$ cat src/clkctl_regs.svh
`ifndef CLKCTL_REGS_SVH
`define CLKCTL_REGS_SVH
// Notes on behaviour
// - timer oscillator allowed on crystal pins only when internal RC is source
// - external timer clock select takes external clock on timer_osc_in
// - clock output fuse drives system clock on pin, even in reset
// - with division active, the clock pin carries the divided clock
// - prescaler divides io, adc, cpu and flash clocks for every source
// - no glitch and no period shorter than both settings on a change
// - new rate active after T1+T2 to T1+2*T2, two active edges between
// - enable bit updates only when other bits written zero together
// - enable clears four cycles after set or when division is written
// - rewriting enable inside its window neither restarts nor clears it
// - division field value n gives factor 2**n for 0..8, above reserved
// - reset loads division 0000, or 0011 if divide-by-eight fuse programmed
// - any division value accepted through the sequence whatever the fuse
// - trim register loads factory value at reset, software may rewrite
// - trim top bit picks low or high range, ranges overlap
// - lower seven trim bits tune monotonically inside the range

// ==========================================================================
// register map (byte addresses)
`define OFS_OSC_TRIM      12'h000
`define OFS_PRESCALE      12'h004
`define OFS_TIMER_OSC     12'h008
`define OFS_CLK_STATUS    12'h00c
// field positions
`define PC_ENABLE_BIT     7
`define TO_EXT_SEL_BIT    0
`define TO_REQ_BIT        1
// reset values and timing
`define DIV_RESET_PLAIN   4'h0
`define DIV_RESET_FUSE    4'h3
`define DIV_MAX           4'h8
`define CHANGE_WINDOW     3'h4
`endif

$ cat src/clkctl_pkg.sv
package clkctl_pkg;
  // ========================================================================
  // types
  typedef logic [3:0] div_sel_t;
  typedef struct packed {
    logic rc_selected;
    logic timer_osc_req;
    logic ext_sel;
  } timer_osc_cfg_s;
  typedef enum logic [1:0] {ST_IDLE, ST_OPEN} change_e;
endpackage : clkctl_pkg

$ cat src/ripple_prescaler.sv
`timescale 1ns/100ps
`default_nettype none
`include "clkctl_regs.svh"
// ==========================================================================
// power-of-two prescaler, counter clocked by the undivided source clock clk_sys
module ripple_prescaler
  import clkctl_pkg::*;
#(
  parameter int unsigned CW = 8
) (
  input  wire logic     clk_sys,
  input  wire logic     sys_rst,
  input  wire div_sel_t div_req,
  output logic          tick_en,
  output logic          clk_div,
  output div_sel_t      div_active
);
  logic [CW-1:0] cnt_r;
  logic [CW:0]   mask;

  // mask of the low bits that must all be one at the end of a divided period
  function automatic logic [CW:0] div_mask(input div_sel_t d);
    div_mask = ({{CW{1'b0}}, 1'b1} << d) - {{CW{1'b0}}, 1'b1};
  endfunction : div_mask

  assign mask = div_mask(div_active);

  // count free on the source rate
  always_ff @(posedge clk_sys) begin
    if (sys_rst) cnt_r <= '0;
    else if ((cnt_r & mask[CW-1:0]) == mask[CW-1:0]) cnt_r <= '0;
    else cnt_r <= cnt_r + {{(CW-1){1'b0}}, 1'b1};
  end

  // swap the setting only at a period boundary, so no runt period appears
  always_ff @(posedge clk_sys) begin
    if (sys_rst) div_active <= `DIV_RESET_PLAIN;
    else if ((cnt_r & mask[CW-1:0]) == mask[CW-1:0]) div_active <= div_req;
  end

  // one enable pulse per divided period, and a square-ish clock for the pin
  always_ff @(posedge clk_sys) begin
    if (sys_rst) begin
      tick_en <= 1'b0;
      clk_div <= 1'b0;
    end else begin
      tick_en <= ((cnt_r & mask[CW-1:0]) == mask[CW-1:0]);
      // high for the first half of each divided period; factor one still toggles
      clk_div <= (div_active == 4'h0) ? ~clk_div :
                 ({1'b0, cnt_r & mask[CW-1:0]} < ((mask + {{CW{1'b0}}, 1'b1}) >> 1));
    end
  end
endmodule : ripple_prescaler
`default_nettype wire

$ cat src/clkctl.sv
// Our own choices: the register addresses and the APB interface to the registers.
`timescale 1ns/100ps
`default_nettype none
`include "clkctl_regs.svh"
// ==========================================================================
// system clock control with apb register access
module clkctl
  import clkctl_pkg::*;
#(
  parameter logic [7:0] FACTORY_TRIM = 8'h80 // arbitrary default calibration
) (
  input  wire logic        clk_sys,
  input  wire logic        sys_rst,
  input  wire logic        psel,
  input  wire logic        penable,
  input  wire logic        pwrite,
  input  wire logic [11:0] paddr,
  input  wire logic [31:0] pwdata,
  output logic [31:0]      prdata,
  output logic             pready,
  output logic             pslverr,
  input  wire logic        divide_by_eight_fuse,
  input  wire logic        clock_out_fuse,
  input  wire logic        rc_selected,
  input  wire logic        timer_osc_in,
  output logic             clock_out_pin,
  output logic             clock_out_oe_n,
  output logic             clk_tick_en,
  output logic [7:0]       oscillator_trim,
  output logic             timer_osc_enable,
  output logic             timer_osc_ext,
  output logic             timer_clk_sample
);
  logic           wr_en;
  logic           rd_en;
  logic           hit;
  logic [7:0]     wdat;
  logic           rst_seen_r;
  div_sel_t       div_sel_r;
  div_sel_t       div_active;
  change_e        chg_r;
  logic [2:0]     chg_cnt_r;
  timer_osc_cfg_s to_cfg_r;
  logic           tick;
  logic           clk_div;

  assign wr_en = psel && penable && pwrite;
  assign rd_en = psel && penable && !pwrite;
  assign wdat  = pwdata[7:0];
  assign hit   = (paddr == `OFS_OSC_TRIM) || (paddr == `OFS_PRESCALE) ||
                 (paddr == `OFS_TIMER_OSC) || (paddr == `OFS_CLK_STATUS);

  // ========================================================================
  // prescaler
  ripple_prescaler #(.CW(8)) u_pre (
    .clk_sys   (clk_sys),
    .sys_rst   (sys_rst),
    .div_req   (div_sel_r),
    .tick_en   (tick),
    .clk_div   (clk_div),
    .div_active(div_active)
  );

  // ========================================================================
  // change sequence: enable opens a four-cycle window
  always_ff @(posedge clk_sys) begin
    if (sys_rst) begin
      chg_r     <= ST_IDLE;
      chg_cnt_r <= 3'h0;
    end else begin
      case (chg_r)
        ST_IDLE: begin
          if (wr_en && paddr == `OFS_PRESCALE && wdat == 8'h80) begin
            chg_r     <= ST_OPEN;
            chg_cnt_r <= `CHANGE_WINDOW;
          end
        end
        ST_OPEN: begin
          // a rewrite of the enable neither extends nor clears it
          if (wr_en && paddr == `OFS_PRESCALE && !wdat[`PC_ENABLE_BIT]) chg_r <= ST_IDLE;
          else if (chg_cnt_r == 3'h1) chg_r <= ST_IDLE;
          chg_cnt_r <= chg_cnt_r - 3'h1;
        end
        default: chg_r <= ST_IDLE;
      endcase
    end
  end

  // division field: fuse picks reset value; reserved codes are refused
  always_ff @(posedge clk_sys) begin
    if (sys_rst) begin
      div_sel_r  <= `DIV_RESET_PLAIN;
      rst_seen_r <= 1'b0;
    end else begin
      rst_seen_r <= 1'b1;
      if (!rst_seen_r)
        div_sel_r <= divide_by_eight_fuse ? `DIV_RESET_FUSE : `DIV_RESET_PLAIN;
      else if (chg_r == ST_OPEN && wr_en && paddr == `OFS_PRESCALE &&
               !wdat[`PC_ENABLE_BIT] && wdat[3:0] <= `DIV_MAX)
        div_sel_r <= wdat[3:0];
    end
  end

  // trim and timer oscillator configuration
  always_ff @(posedge clk_sys) begin
    if (sys_rst) begin
      oscillator_trim <= FACTORY_TRIM;
      to_cfg_r        <= '0;
    end else begin
      to_cfg_r.rc_selected <= rc_selected;
      if (wr_en && paddr == `OFS_OSC_TRIM) oscillator_trim <= wdat;
      if (wr_en && paddr == `OFS_TIMER_OSC) begin
        to_cfg_r.ext_sel       <= wdat[`TO_EXT_SEL_BIT];
        to_cfg_r.timer_osc_req <= wdat[`TO_REQ_BIT];
      end
    end
  end

  // timer oscillator pins only granted while the rc oscillator drives the system
  always_ff @(posedge clk_sys) begin
    if (sys_rst) begin
      timer_osc_enable <= 1'b0;
      timer_osc_ext    <= 1'b0;
      timer_clk_sample <= 1'b0;
    end else begin
      timer_osc_enable <= to_cfg_r.timer_osc_req && to_cfg_r.rc_selected;
      timer_osc_ext    <= to_cfg_r.timer_osc_req && to_cfg_r.rc_selected && to_cfg_r.ext_sel;
      timer_clk_sample <= to_cfg_r.ext_sel ? timer_osc_in : 1'b0;
    end
  end

  // clock output: no reset branch, and under sys_rst it toggles itself, so it keeps running even in reset
  always_ff @(posedge clk_sys) begin
    clock_out_oe_n <= !clock_out_fuse;
    clock_out_pin  <= clock_out_fuse ? (sys_rst ? ~clock_out_pin : clk_div) : 1'b0;
  end

  // divided enable for downstream clock domains
  always_ff @(posedge clk_sys) begin
    if (sys_rst) clk_tick_en <= 1'b0;
    else clk_tick_en <= tick;
  end

  // apb slave: zero wait states, error on unmapped address
  always_ff @(posedge clk_sys) begin
    if (sys_rst) begin
      prdata  <= 32'h0;
      pready  <= 1'b0;
      pslverr <= 1'b0;
    end else begin
      pready  <= psel && !penable;
      pslverr <= psel && !penable && !hit;
      prdata  <= 32'h0;
      if (psel && !penable && !pwrite) begin
        case (paddr)
          `OFS_OSC_TRIM:   prdata <= {24'h0, oscillator_trim};
          `OFS_PRESCALE:   prdata <= {24'h0, chg_r == ST_OPEN, 3'h0, div_sel_r};
          `OFS_TIMER_OSC:  prdata <= {30'h0, to_cfg_r.timer_osc_req, to_cfg_r.ext_sel};
          `OFS_CLK_STATUS: prdata <= {26'h0, timer_osc_enable, to_cfg_r.rc_selected, div_active};
          default:         prdata <= 32'h0;
        endcase
      end
    end
  end
endmodule : clkctl
`default_nettype wire

$ cat config.mk
export PLATFORM = sky130hd
export DESIGN_NAME = clkctl
export DESIGN_NICKNAME = d
export VERILOG_FILES = /design/src/clkctl_pkg.sv /design/src/ripple_prescaler.sv /design/src/clkctl.sv
export VERILOG_INCLUDE_DIRS = /design/src
export SDC_FILE = /design/constraint.sdc
export NUM_CORES = 1
export LEC_CHECK = 0
export ABC_AREA = 1
export BUFFER_PORTS_ARGS = -buffer_cell sky130_fd_sc_hd__buf_2
export CAP_MARGIN = 20
export CELL_PAD_IN_SITES_DETAIL_PLACEMENT = 1
export CELL_PAD_IN_SITES_GLOBAL_PLACEMENT = 1
export CORE_ASPECT_RATIO = 0.8
export CORE_UTILIZATION = 31
export CTS_CLUSTER_SIZE = 25
export DETAILED_ROUTE_END_ITERATION = 10
export PLACE_DENSITY_LB_ADDON = 0.1
export SYNTH_ARGS = -nofsm -noshare
export SYNTH_HDL_FRONTEND = slang
export SYNTH_SLANG_ARGS = --single-unit
$ cat constraint.sdc
create_clock -name clk_sys -period 2.2 [get_ports clk_sys]
set_clock_uncertainty 0.15 [all_clocks]
set_input_delay 0.22 -clock clk_sys [delete_from_list [all_inputs] [get_ports clk_sys]]
set_output_delay 0.22 -clock clk_sys [all_outputs]
set_load 0.03 [all_outputs]
==> impl_metrics.ini <==
[grt]
grtUsageMet2 = 0.280
grt_usage = 0.183
met3_usage = 0.0269
use_met1 = 0.268
top_usage_layer = met2
grt_max_degree = 17
grt_pass1_vias = 2717
globalRouteOverflowTotal = 0
grt_pass1_wl_mm = 13.3
antenna_found_initial = 0

[sta]
period_share = 1.06
fin_ws_ps = -122
timing.fmax_mhz = 431
drv_slew = 0
finalHoldViolCount = 0
finalSetupViolations = 1
rsz0062_at_grt = yes
post-route-min-period_ps = 2320

[placement]
dp_slack_ps = -226
dp.cells = 576
hpwl_mm = 6.32
gp_congestion = 0.792
io_buffers = 52

[clock_tree]
clock-sinks = 50
clk_pin_slew_ps = 70
numCtsBuffers = 5
clk_latency_ps = 290
cts_tree = built
cts_root_buffer = clkbuf_16
cts_buffer_depth = 2
htreeDepth = 2

[die]
die_x_microns = 109
core_area_sq_um = 8630
io_pins = 101
die_h_microns = 87.3
die_area_sq_um = 9470
num_rows = 30
start_util = 0.326

[critical_path]
max_stage_delay_ps = 330
crit_type = flip-flop to flip-flop
slowest_stage = dfxtp_2
crit_family = simple AND/OR/NAND/NOR gates
crit_path_end_kind = flip-flop
cp-start-kind = flip-flop
critical_path_buf_inv_count = 2
path_cells = nor2_4 > nand3_2 > ha_4 > inv_4 > nand4_4 > nand2_4 > buf_6 > xnor2_1 > ha_1 > nand3_1 > nand2_1 > nand2_1 > nand2_2 > nand2_1 > nand2_1 > nand4_1 > nand2_1 > nand2_1
worst-path-max-fanout = 3
path_common_cell = nand2_1
cp.required_ps = 2250
cp.arrival_ps = 2370

[run_status]
status = finished, violations left
violations = negative setup slack

[cells_and_area]
seq_area_sq_um = 1000
final_common_cell = inv_1
final_core_util = 0.423
fillers = 1126
diodes = 0
multiInputGateArea_sq_um = 1490
most-common-layout-cells = inv_1, nand2_1, buf_2, dfxtp_1, nor2_1
drive_gt1_frac = 0.292
nets = 546
final_cells = 595
syn_to_final_growth_pct = 29.6

[drt]
vias_per_cell = 4.57
ant_nets = 0
drc = 0
firstDrtPassIters = 4
wl_per_cell_microns = 13.6
first_iter_violations = 82
wl_mm = 8.11
vias = 2719

[power_and_ir_drop]
p_comb_frac = 0.295
leakage_nw = 1.65
netSwitchingPower_mw = 0.838
p_seq_frac = 0.389
sw_frac_of_total = 0.334
power_density_nw_per_um2 = 687
pwr-share-clk = 0.316
vdd_drop_max_mv = 0.355
intPower_mw = 1.67

[yosys]
syn-cell-area_sq_um = 2820
synth_warnings = 0
syn_avg_cell_area_sq_um = 7.20
synth_cell_types = 36
yosysSeqAreaShare = 0.355
synthArstFlopShare = 0
synth_ff_type = dfxtp_1
syn_inst = 391
synth_edf_count = 0
ys_ff_latch = 50

[hold_path]
hp-class = input pin to flip-flop

[run]
cap_violations = 0
-- repair_timing --
item,4_1_cts,5_1_grt
resized for setup,16,10
hold buffers,3,0
endpoints found under the setup margin,1,12
setup buffers,7,3
pin swaps,8,8
endpoints found under the hold margin,3,0
gates cloned,0,0
-- area by class of cell --
type / count / area share
Multi-Input combinational cell: 260 / 0.408
Timing Repair Buffer: 90 / 0.160
Tap cell: 112 / 0.0384
Inverter: 75 / 0.0785
Clock buffer: 5 / 0.0343
Clock inverter: 3 / 0.00514
Sequential cell: 50 / 0.275
-- path summary, 6_finish.rpt --
path	start	endpoint	slack, ps	cells after the start
max	u_pre.div_active[3]$_SDFFE_PP0P_	u_pre.clk_div$_SDFF_PP0_	-120	18
min reg2reg	u_pre.tick_en$_SDFF_PP0_	clk_tick_en$_SDFF_PP0_	280	2
max reg2reg	u_pre.div_active[3]$_SDFFE_PP0P_	u_pre.clk_div$_SDFF_PP0_	-120	18
min	pwdata[7]	oscillator_trim[7]$_SDFFE_PP1P_	30	3
-- worst min-delay path: cells and delay by family --
family	cells	cell delay, ps
AOI/OAI and AO/OA	1	70
buffers and inverters	1	100
and+or+nand+nor	1	50
-- synth_stat cells, drive strengths merged, types with 5 or more instances --
library cell / number / share of area
xor2: 5 / 0.016
buf: 26 / 0.072
a21oi: 23 / 0.041
nand3: 16 / 0.030
nand4: 10 / 0.035
ha: 11 / 0.049
nor2: 52 / 0.087
o21ai: 24 / 0.045
dfxtp: 50 / 0.36
nor3: 6 / 0.012
inv: 74 / 0.10
o22ai: 10 / 0.022
nand2: 67 / 0.096
-- stage by stage --
stage | hold slack [ps] | power, mW | area [sq um] | setup TNS [ps]
after CTS | 23.4 | 2.50 | 3600 | -102
final | 28.2 | 2.51 | 3650 | -122
after global placement | 234 | 1.63 | 3320 | -175
after floorplan | 146 | 1.45 | 2930 | -152
after detailed placement | 242 | 1.64 | 3320 | -226
after global routing | 32.1 | 2.66 | 3650 | -343
-- registers in the layout, summed over array words and instances, names as in the netlist, 3 cells and up --
name / cells
prdata: 8
div_sel_r: 4
chg_cnt_r: 3
u_pre.cnt_r: 8
to_cfg_r: 3
oscillator_trim: 8
u_pre.div_active: 4
-- power by group through the flow --
stage	Combinational (mW)	Sequential, mW	Clock (mW)
finish	0.741	0.975	0.792
global placement	0.632	0.995	0
detailed placement	0.641	0.995	0
floorplan	0.436	1.01	0
CTS	0.704	0.975	0.821
global route	0.815	0.980	0.860
-- layer usage --
metal  routed length, microns  vias to the layer above  share of wire
met5                        0                        -              0
met4                       84                        0          0.010
met3                      355                       10          0.044
met2                     3400                       68           0.42
met1                     4270                     1270           0.53
li1                         -                     1371              -
-- kinds of logic (layout without fill, tap and decap cells) --
family / Yosys count / in the layout / synth area share
buffers and inverters: 104 / 173 / 0.177
flip-flops: 50 / 50 / 0.355
other: 1 / 24 / 0.00133
XOR/XNOR: 6 / 6 / 0.0187
AND/OR/NAND/NOR: 157 / 157 / 0.278
AO/OA/AOI/OAI: 62 / 62 / 0.121
adder cells (fa/ha/maj): 11 / 11 / 0.0489
Note: power is estimated with default switching activity, not from simulation.
